File: src/verilog/bsc_pkg.sv
// Package of the brown-out sleep and clock gating block.
// Assumes an APB slave with 32-bit data and word-aligned registers.
package bsc_pkg;

    // ========================================================================
    // Register map
    // ========================================================================
    localparam logic [7:0] ADDR_CORE_CTRL  = 8'h00;
    localparam logic [7:0] ADDR_CLOCK_GATE = 8'h04;
    localparam logic [7:0] ADDR_STATUS     = 8'h08;

    // ========================================================================
    // Field positions
    // ========================================================================
    localparam int BIT_SLEEP_OFF    = 6;
    localparam int BIT_SLEEP_UNLOCK = 5;
    localparam int BIT_GATE_LIN     = 5;
    localparam int BIT_GATE_SPI     = 4;
    localparam int BIT_GATE_TIM1    = 3;
    localparam int BIT_GATE_TIM0    = 2;
    localparam int BIT_GATE_USI     = 1;
    localparam int BIT_GATE_ADC     = 0;

    // ========================================================================
    // Reset values and masks
    // ========================================================================
    localparam logic [7:0] GATE_RESET    = 8'h00;
    localparam logic [7:0] GATE_WMASK    = 8'h3f;

    // ========================================================================
    // Timing counts in clock cycles
    // ========================================================================
    localparam logic [2:0] UNLOCK_WINDOW = 3'h4;
    localparam logic [2:0] ARM_DELAY     = 3'h3;
    localparam logic [2:0] ARM_HOLD      = 3'h3;

    // ========================================================================
    // Types
    // ========================================================================
    typedef enum logic [1:0] {
        BSC_IDLE   = 2'b00,
        BSC_OPEN   = 2'b01,
        BSC_DELAY  = 2'b10,
        BSC_ACTIVE = 2'b11
    } bsc_state_t;

    typedef struct packed {
        logic lin;
        logic spi;
        logic tim1;
        logic tim0;
        logic usi;
        logic adc;
    } bsc_gates_t;

endpackage

File: src/verilog/bsc_power_ctrl.sv
// Brown-out sleep-off control and peripheral clock gating, APB slave.
// Assumes one clock pclk and a sleep level from the core on that clock, held high for the whole sleep.
//
// What this block does
// - The brown-out detector is switched off in sleep only after the sleep-off bit was written to one.
// - The sleep-off bit can only be set through a timed sequence qualified by an unlock bit.
// - Within four cycles software writes sleep-off one with unlock zero, and the bit is then set.
// - The sleep-off bit becomes effective three cycles after it is set.
// - The detector is disabled only for a sleep that starts while the bit is effective.
// - Hardware clears the sleep-off bit automatically three cycles after it took effect.
// - The clock gate register is 8 bits, resets to zero, bits 7 and 6 read zero, bits 5..0 gate six peripherals.
// - A set gate bit stops that peripheral's clock, freezes it and blocks its register access.
`timescale 1ns/1ns

module bsc_power_ctrl (
    input  wire logic        pclk,
    input  wire logic        presetn,
    input  wire logic        psel,
    input  wire logic        penable,
    input  wire logic        pwrite,
    input  wire logic [7:0]  paddr,
    input  wire logic [31:0] pwdata,
    output logic      [31:0] prdata,
    output logic             pready,
    output logic             pslverr,
    input  wire logic        sleep_exec,
    output logic             brownout_detector_off,
    output bsc_pkg::bsc_gates_t clk_gate,
    output bsc_pkg::bsc_gates_t reg_block
);

    logic [7:0] peripheral_clock_gate;
    logic [7:0] next_gate;
    logic       bod_off;
    logic       next_bod_off;
    logic       wr_en;
    logic       wr_ctrl;
    logic       sleep_off;
    logic       sleep_off_active;
    logic       window_missed;
    logic       unlock_seen;
    logic       next_unlock_seen;
    logic       sleep_prev;
    logic       next_sleep_prev;
    logic [31:0] next_prdata;

    function automatic logic hit(input logic [7:0] a, input logic [7:0] r);
        hit = (a == r);
    endfunction

    // ========================================================================
    // APB decode
    // ========================================================================
    assign pready  = 1'b1;
    assign wr_en   = psel && penable && pwrite;
    assign wr_ctrl = wr_en && hit(paddr, bsc_pkg::ADDR_CORE_CTRL);
    assign pslverr = psel && penable
                  && !hit(paddr, bsc_pkg::ADDR_CORE_CTRL)
                  && !hit(paddr, bsc_pkg::ADDR_CLOCK_GATE)
                  && !hit(paddr, bsc_pkg::ADDR_STATUS);

    // ========================================================================
    // Unlock sequence
    // ========================================================================
    bsc_unlock_seq u_seq (
        .pclk             (pclk),
        .presetn          (presetn),
        .wr_ctrl          (wr_ctrl),
        .wr_off           (pwdata[bsc_pkg::BIT_SLEEP_OFF]),
        .wr_unlock        (pwdata[bsc_pkg::BIT_SLEEP_UNLOCK]),
        .sleep_off        (sleep_off),
        .sleep_off_active (sleep_off_active),
        .window_missed    (window_missed)
    );

    // ========================================================================
    // Register and sleep state
    // ========================================================================
    always_comb begin
        next_gate        = peripheral_clock_gate;
        next_bod_off     = bod_off;
        next_unlock_seen = unlock_seen;
        next_sleep_prev  = sleep_exec;
        if (wr_en && hit(paddr, bsc_pkg::ADDR_CLOCK_GATE)) begin
            next_gate = pwdata[7:0] & bsc_pkg::GATE_WMASK;
        end
        if (wr_ctrl) begin
            next_unlock_seen = pwdata[bsc_pkg::BIT_SLEEP_UNLOCK];
        end
        // The detector state is decided at sleep entry and kept until wake,
        // so the bit clearing itself mid-sleep does not wake the detector.
        if (sleep_exec && !sleep_prev) begin
            next_bod_off = sleep_off_active;
        end else if (!sleep_exec) begin
            next_bod_off = 1'b0;
        end
    end

    always_ff @(posedge pclk or negedge presetn) begin
        if (!presetn) begin
            peripheral_clock_gate <= bsc_pkg::GATE_RESET;
            bod_off               <= 1'b0;
            unlock_seen           <= 1'b0;
            sleep_prev            <= 1'b0;
        end else begin
            peripheral_clock_gate <= next_gate;
            bod_off               <= next_bod_off;
            unlock_seen           <= next_unlock_seen;
            sleep_prev            <= next_sleep_prev;
        end
    end

    // ========================================================================
    // Read data
    // ========================================================================
    always_comb begin
        next_prdata = 32'h0;
        if (psel && !penable && !pwrite) begin
            if (hit(paddr, bsc_pkg::ADDR_CORE_CTRL)) begin
                next_prdata[bsc_pkg::BIT_SLEEP_OFF]    = sleep_off;
                next_prdata[bsc_pkg::BIT_SLEEP_UNLOCK] = unlock_seen;
            end else if (hit(paddr, bsc_pkg::ADDR_CLOCK_GATE)) begin
                next_prdata[7:0] = peripheral_clock_gate;
            end else if (hit(paddr, bsc_pkg::ADDR_STATUS)) begin
                next_prdata[0] = sleep_off_active;
                next_prdata[1] = window_missed;
                next_prdata[2] = bod_off;
            end
        end else if (psel && penable) begin
            next_prdata = prdata;
        end
    end

    always_ff @(posedge pclk or negedge presetn) begin
        if (!presetn) begin
            prdata <= 32'h0;
        end else begin
            prdata <= next_prdata;
        end
    end

    // ========================================================================
    // Outputs to the peripherals
    // ========================================================================
    assign brownout_detector_off = bod_off;
    assign clk_gate.lin  = peripheral_clock_gate[bsc_pkg::BIT_GATE_LIN];
    assign clk_gate.spi  = peripheral_clock_gate[bsc_pkg::BIT_GATE_SPI];
    assign clk_gate.tim1 = peripheral_clock_gate[bsc_pkg::BIT_GATE_TIM1];
    assign clk_gate.tim0 = peripheral_clock_gate[bsc_pkg::BIT_GATE_TIM0];
    assign clk_gate.usi  = peripheral_clock_gate[bsc_pkg::BIT_GATE_USI];
    assign clk_gate.adc  = peripheral_clock_gate[bsc_pkg::BIT_GATE_ADC];
    // Register access is blocked exactly while the clock is stopped.
    assign reg_block = clk_gate;

endmodule

File: src/verilog/bsc_unlock_seq.sv
// Timed unlock sequence that arms the brown-out sleep-off bit.
// Assumes single-cycle write pulses from the register logic on pclk.
`timescale 1ns/1ns

module bsc_unlock_seq (
    input  wire logic pclk,
    input  wire logic presetn,
    input  wire logic wr_ctrl,
    input  wire logic wr_off,
    input  wire logic wr_unlock,
    output logic      sleep_off,
    output logic      sleep_off_active,
    output logic      window_missed
);

    bsc_pkg::bsc_state_t state;
    bsc_pkg::bsc_state_t next_state;
    logic [2:0]          count;
    logic [2:0]          next_count;
    logic                missed;
    logic                next_missed;

    // ========================================================================
    // Next state
    // ========================================================================
    always_comb begin
        next_state  = state;
        next_count  = count;
        next_missed = missed;
        case (state)
            bsc_pkg::BSC_IDLE: begin
                next_count = 3'h0;
            end
            bsc_pkg::BSC_OPEN: begin
                if (wr_ctrl && wr_off && !wr_unlock) begin
                    next_state = bsc_pkg::BSC_DELAY;
                    next_count = 3'h0;
                end else if (count == bsc_pkg::UNLOCK_WINDOW - 3'h1) begin
                    next_state  = bsc_pkg::BSC_IDLE;
                    next_missed = 1'b1;
                end else begin
                    next_count = count + 3'h1;
                end
            end
            bsc_pkg::BSC_DELAY: begin
                if (count == bsc_pkg::ARM_DELAY - 3'h1) begin
                    next_state = bsc_pkg::BSC_ACTIVE;
                    next_count = 3'h0;
                end else begin
                    next_count = count + 3'h1;
                end
            end
            bsc_pkg::BSC_ACTIVE: begin
                // Active window ends three cycles after the bit went active.
                if (count == bsc_pkg::ARM_HOLD - 3'h1) begin
                    next_state = bsc_pkg::BSC_IDLE;
                    next_count = 3'h0;
                end else begin
                    next_count = count + 3'h1;
                end
            end
            default: begin
                next_state = bsc_pkg::BSC_IDLE;
                next_count = 3'h0;
            end
        endcase
        // An opening write restarts the sequence from any state.
        if (wr_ctrl && wr_off && wr_unlock) begin
            next_state  = bsc_pkg::BSC_OPEN;
            next_count  = 3'h0;
            next_missed = 1'b0;
        end
    end

    // ========================================================================
    // State registers
    // ========================================================================
    always_ff @(posedge pclk or negedge presetn) begin
        if (!presetn) begin
            state  <= bsc_pkg::BSC_IDLE;
            count  <= 3'h0;
            missed <= 1'b0;
        end else begin
            state  <= next_state;
            count  <= next_count;
            missed <= next_missed;
        end
    end

    assign sleep_off = (state == bsc_pkg::BSC_DELAY)
                    || (state == bsc_pkg::BSC_ACTIVE);
    assign sleep_off_active = (state == bsc_pkg::BSC_ACTIVE);
    assign window_missed    = missed;

endmodule

File: config.mk
export PLATFORM = sky130hd
export DESIGN_NAME = bsc_power_ctrl
export DESIGN_NICKNAME = d
export VERILOG_FILES = /design/src/verilog/bsc_pkg.sv /design/src/verilog/bsc_power_ctrl.sv /design/src/verilog/bsc_unlock_seq.sv
export SDC_FILE = /design/constraint.sdc
export NUM_CORES = 1
export LEC_CHECK = 0
export BUFFER_PORTS_ARGS = -buffer_cell sky130_fd_sc_hd__buf_2
export CORE_ASPECT_RATIO = 1.25
export CORE_MARGIN = 2
export CORE_UTILIZATION = 45
export CTS_BUF_LIST = sky130_fd_sc_hd__clkbuf_16
export DETAILED_ROUTE_END_ITERATION = 16
export PLACE_DENSITY = 0.85
export SLEW_MARGIN = 20
export SYNTH_ARGS = -nofsm -noshare
export SYNTH_HDL_FRONTEND = slang
export SYNTH_SLANG_ARGS = --single-unit
File: constraint.sdc
create_clock -name pclk -period 4.1 [get_ports pclk]
set_clock_uncertainty 0.05 [all_clocks]
set_input_delay 0.82 -clock pclk [delete_from_list [all_inputs] [get_ports pclk]]
set_output_delay 0.82 -clock pclk [all_outputs]
set_load 0.005 [all_outputs]
==> impl_metrics.ini, run 1 <==
[timing]
layout_min_cycle_time_ns = 2.56
drv_slew = 0
setup_violations = 0
fmax_ghz = 0.391
tns_ns = 0
whs_ns = 0.440
setup_ws_ns = 1.54
hold_viol = 0
period_share_pct = 62.3
rsz0062_at_grt = false

[cells_and_area]
area_growth_pct = 11.5
seqCellArea_um2 = 551
nFillCells = 280
layout.nets = 211
most-common-layout-cells = buf_2, conb_1, dfrtp_1
diodes = 0
layout-drive-gt1-share_pct = 36.6
fin_area_um2 = 1550
layout_commonest_cell = buf_2
multi_input_area_um2 = 663

[place]
dp_hpwl_um = 2040
gp_congestion = 0.779
port_buffers = 41
placed_cell_area_um2 = 1470
pre_cts_slack_ns = 1.54

[cts]
cts.path.max_buffers = 2
insertion_delay_ns = 0.26
cts-resized-gates = 0
clockRootBuffer = clkbuf_16
cts_buffers = 3
post_cts_buffers = 0
cts_num_sinks = 22
ctsHoldBuffers = 0
clkSlewWorstSetupHoldPaths_ns = 0.06
cts_tree = built
htreeDepth = 1

[grt]
antenna_found_initial = 0
grt_pass1_wl_um = 4260
grt_max_degree = 23
grt_use_total_pct = 16.7
grt_pass1_vias = 945
grt_overflow = 0

[pwr]
irDropWorstVdd_v = 0.000244
p_leak_nw = 0.812
powerDensity_nw_per_um2 = 301

[route]
dr.pass1.iters = 4
vias = 978
drtAntennaViolNets = 0
vias_per_cell = 4.96
drc = 0
wl_per_cell_um = 13.3
drt_iter0_drc = 16
drt-total-wl_um = 2610

[yosys]
ys.flop_type = dfrtp_1
synth_seq_cells = 22
synth.distinct_cells = 43
synthArstFlopShare_pct = 100
netlist_instances = 127
ys_seq_area_share_pct = 39.6
synth_area_um2 = 1390
yosysWarningCount = 0
synth_edf_count = 0
avgSynthCellArea_um2 = 10.9

[status]
outcome = finished, final reports clean

[die]
dieArea_um2 = 3550
initial_core_util_pct = 47.2
rows = 22
coreArea_um2 = 2950
die_y_um = 66.1
io-pin-count = 93
die_w_um = 53.7

[setup_path]
crit_type = in2out
cp.arrival_ns = 1.69
crit_fanout = 5
start_kind = input port
end_kind = primary output
cp.required_ns = 3.23

[run]
drv_cap = 0

[min_path]
hp-class = reg2reg
-- final cells by class --
class                      count  area share, %
clock inverter                 1          0.242
timing repair buffer          41           13.2
inverter                       2          0.484
multi-input combinational     92           42.8
clock buffer                   3           4.84
sequential                    22           35.5
tap                           36           2.91
-- critical path, stage by stage --
cell	delay, ns
buf_2	0.11
nor4_4	0.31
and2_4	0.23
a21boi_0	0.08
buf_2	0.13
-- metrics by stage --
step / util, % / total power, mW / std cells
5_1_grt: 52.6 / 0.485 / 197
3_5_place_dp: 50.0 / 0.263 / 193
3_3_place_gp: 50.0 / 0.262 / 193
4_1_cts: 52.6 / 0.469 / 197
2_1_floorplan: - / 0.260 / 151
6_report: 52.6 / 0.466 / 197
-- cell families after synthesis --
| family | Yosys count | synth area share (%) |
|---|---|---|
| buffers and inverters | 37 | 19.2 |
| xor gates and xnor gates | 1 | 0.630 |
| AOI/OAI and AO/OA | 19 | 10.8 |
| and+or+nand+nor | 33 | 17.0 |
| adders and majority gates | 3 | 2.70 |
| muxes | 10 | 9.54 |
| other | 2 | 0.540 |
| DFF | 22 | 39.6 |
-- cell usage after synthesis (2+ instances only) --
| cell | number | share of area [%] |
|---|---|---|
| nor3b_1 | 2 | 1.1 |
| mux2_4 | 6 | 6.5 |
| nand3_1 | 2 | 0.72 |
| dfrtp_1 | 22 | 40 |
| conb_1 | 2 | 0.54 |
| buf_4 | 32 | 17 |
| nor2_1 | 3 | 0.81 |
| inv_1 | 2 | 0.54 |
| a21oi_1 | 2 | 0.72 |
| and2_1 | 2 | 0.90 |
| ha_1 | 3 | 2.7 |
| and3_1 | 2 | 0.90 |
| a22oi_1 | 2 | 1.1 |
| o21ai_1 | 3 | 1.1 |
| clkbuf_1 | 2 | 0.54 |
| mux2i_1 | 2 | 1.4 |
| o2bb2ai_1 | 2 | 1.3 |
| nand2_1 | 9 | 2.4 |
| a32o_1 | 3 | 2.2 |
-- power breakdown --
group	switching (mW)	internal (mW)	leakage (nW)	total, mW
clock	0.0767	0.130	0.0385	0.207
sequential	0.00199	0.219	0.300	0.221
combinational	0.0239	0.0141	0.473	0.0380
-- layer usage --
layer	global-route usage, %	vias to the layer above	share of wire, %
met5	0	-	0
met2	29.3	33	56
met3	2.71	3	4.4
li1	-	457	-
met4	7.37	0	1.1
met1	19.4	485	39
-- final timing paths --
path	from	slack [ns]	cells after the start	endpoint
min in group asynchronous	presetn	0.47	1	u_seq.count[2]
max	paddr[5]	1.54	5	pslverr
max in group asynchronous	presetn	3.19	1	prdata[4]
max reg2reg	u_seq.count[0]	2.37	6	u_seq.count[1]
min	prdata[1]	0.44	2	prdata[1]
min reg2reg	prdata[1]	0.44	2	prdata[1]
-- state kept, by name, indices dropped and copies added (netlist names) --
signal and cells:
brownout_detector_off 1, peripheral_clock_gate 6, prdata 7, sleep_prev 1
u_seq.count 3, u_seq.state 2, u_seq.window_missed 1, unlock_seen 1
Note: power is estimated with default switching activity, not from simulation.
==> inputs of run 2 (changes only) <==
--- a/config.mk
+++ b/config.mk
@@ -5,13 +5,14 @@
 export SDC_FILE = /design/constraint.sdc
 export NUM_CORES = 1
 export LEC_CHECK = 0
+export ABC_AREA = 1
 export BUFFER_PORTS_ARGS = -buffer_cell sky130_fd_sc_hd__buf_2
 export CORE_ASPECT_RATIO = 1.25
 export CORE_MARGIN = 2
-export CORE_UTILIZATION = 45
+export CORE_UTILIZATION = 42
 export CTS_BUF_LIST = sky130_fd_sc_hd__clkbuf_16
 export DETAILED_ROUTE_END_ITERATION = 16
-export PLACE_DENSITY = 0.85
+export PLACE_DENSITY = 0.8
 export SLEW_MARGIN = 20
 export SYNTH_ARGS = -nofsm -noshare
 export SYNTH_HDL_FRONTEND = slang
==> constraint.sdc (replaced) <==
create_clock -name pclk -period 2.5 [get_ports pclk]
set_clock_uncertainty 0.05 [all_clocks]
set_input_delay 0.5 -clock pclk [delete_from_list [all_inputs] [get_ports pclk]]
set_output_delay 0.5 -clock pclk [all_outputs]
set_load 0.005 [all_outputs]
==> run 2 against run 1 <==
  * Sequential power grew 90%
  * Via count is 14% higher
  * Total power up 130%
  * Sequential share of layout area decreased by 1.1 points
  * Largest cell class unchanged
  * Clock power is 120% higher
  * Clock-buffer cell count unchanged
  * Hold slack worse by 0.29 ns
==> impl_metrics.ini, run 2 <==
[yosys]
yosysWarningCount = 0
ys.flop_type = dfrtp_1
synth_edf_count = 0
avgSynthCellArea_um2 = 7.76
yosysTopAreaCell = dfrtp_1
ys_seq_area_share_pct = 39.2
ys_top_cells_by_area = dfrtp_1, buf_4, nand2_1
synth_common_cells = nand2_1, buf_4, inv_1, dfrtp_1, nor2_1
netlist_instances = 181
synth_area_um2 = 1400
synth_seq_cells = 22
synthArstFlopShare_pct = 100
synth.distinct_cells = 22
synth_top_area_share_pct = 39.2
synth.most_common_cell = nand2_1

[die]
die_w_um = 55.7
dieArea_um2 = 3820
die_y_um = 68.6
rows = 23
io-pin-count = 93
coreArea_um2 = 3190
initial_core_util_pct = 43.9

[timing]
fmax_ghz = 0.523
setup_violations = 0
period_share_pct = 76.4
layout_min_cycle_time_ns = 1.91
rsz0062_at_grt = false
hold_viol = 0
setup_ws_ns = 0.589
tns_ns = 0
drv_slew = 0

[setup_path]
start_kind = input port
cp.arrival_ns = 1.36
r2r-end = u_seq.count[2]
end_kind = primary output
worstSetupStartpoint = paddr[1]
rrSetupSlack_ns = 1.10
timing.rr.start = u_seq.count[0]
ff2ff_path_depth = 9
crit_type = in2out
cp.required_ns = 1.95
crit_fanout = 4

[grt]
grt_pass1_vias = 987
grt_overflow = 0
grt_use_total_pct = 14.1
antenna_found_initial = 0
grt_pass1_wl_um = 4100
grt_max_degree = 23

[place]
gp_congestion = 0.777
dp_hpwl_um = 2030
pre_cts_slack_ns = 0.586
port_buffers = 41

[run]
drv_cap = 0

[cells_and_area]
top_regs = prdata: 7 flops, peripheral_clock_gate: 6 flops, u_seq.count: 3 flops
final_util_pct = 50.1
nFillCells = 303
most-common-layout-cells = nand2_1, buf_2, conb_1
regMostFlops = prdata
largest_reg_flops = 7
layout-drive-gt1-share_pct = 28.1
area_growth_pct = 13.9
layout.nets = 267
diodes = 0
layout_commonest_cell = nand2_1

[pwr]
p_switching_mw = 0.280
finalPower_mw = 1.07
swShare_pct = 26.2
pwr-share-clk_pct = 41.9
combPwrFrac_pct = 18.8
power_frac_seq_pct = 39.3
p_int_mw = 0.789
irDropWorstVdd_v = 0.000436
p_leak_nw = 0.950
powerDensity_nw_per_um2 = 668

[route]
vias_per_cell = 4.39
drt-total-wl_um = 2500
dr.pass1.iters = 4
drc = 0
wl_per_cell_um = 9.84
vias = 1114
drt_iter0_drc = 21
drtAntennaViolNets = 0

[status]
outcome = finished, final reports clean

[cts]
htreeDepth = 1
ctsHoldBuffers = 0
cts.path.max_buffers = 2
insertion_delay_ns = 0.26
cts_num_sinks = 22
cts_buffers = 3
clockRootBuffer = clkbuf_16
clkSlewWorstSetupHoldPaths_ns = 0.06
post_cts_buffers = 0
cts-resized-gates = 0
cts_tree = built

[min_path]
hp-class = in2async
## run 2: cell types whose count changed after synthesis, moves of 3 or more
cell and change:
nand2_1 +39, inv_1 +21, nor2_1 +8, o21ai_0 +7, mux2_4 -6, a21oi_2 +5
nand3_1 +4, nor2_2 +4, o21ai_1 -3
## run 2: how the worst max path moves through the flow
stage          endpoint  cells past startpoint
2_1_floorplan   pslverr                      6
3_3_place_gp    pslverr                      8
3_5_place_dp    pslverr                      7
4_1_cts         pslverr                      7
5_1_grt         pslverr                      8
6_report        pslverr                      7
## run 2: metrics by stage
stage / std cells / instance area, um^2 / hold slack (ns)
2_1_floorplan: 205 / 1490 / 0.154
3_3_place_gp: 250 / 1490 / 0.407
3_5_place_dp: 250 / 1490 / 0.410
4_1_cts: 254 / 1600 / 0.166
5_1_grt: 254 / 1600 / 0.187
6_report: 254 / 1600 / 0.145
## run 2: per-layer routing
metal | wire length (um) | GRT usage, %
met4 | 56 | 8.54
met1 | 1010 | 14.8
met5 | 0 | 0
met2 | 1240 | 26.2
met3 | 195 | 3.17
## run 2: final cells by class
class | instances | area (um^2) | area share [%]
Clock buffer | 3 | 75.1 | 4.69
Clock inverter | 1 | 30.0 | 1.88
Inverter | 25 | 93.8 | 5.87
Multi-Input combinational cell | 125 | 598 | 37.4
Sequential cell | 22 | 551 | 34.4
Tap cell | 37 | 46.3 | 2.90
Timing Repair Buffer | 41 | 205 | 12.8
## run 2: critical path, cell delays in order
cell and delay, ns:
buf_2 0.10, nor2_2 0.12, nor3b_2 0.21, nand2_1 0.14, inv_2 0.10, nor4_1 0.05
buf_2 0.14
## run 2: cells by family after synthesis
family / share of synthesized area, %
buffers and inverters: 24.6
AND/OR/NAND/NOR: 24.6
AO/OA/AOI/OAI: 8.38
adder cells (fa/ha/maj): 2.67
flip-flops: 39.2
other: 0.535
## run 2: power by group through the flow
stage / Sequential, mW / Clock (mW) / Combinational (mW)
floorplan: 0.421 / 0 / 0.178
global placement: 0.425 / 0 / 0.196
detailed placement: 0.426 / 0 / 0.203
CTS: 0.420 / 0.458 / 0.204
global route: 0.426 / 0.473 / 0.240
finish: 0.420 / 0.447 / 0.201
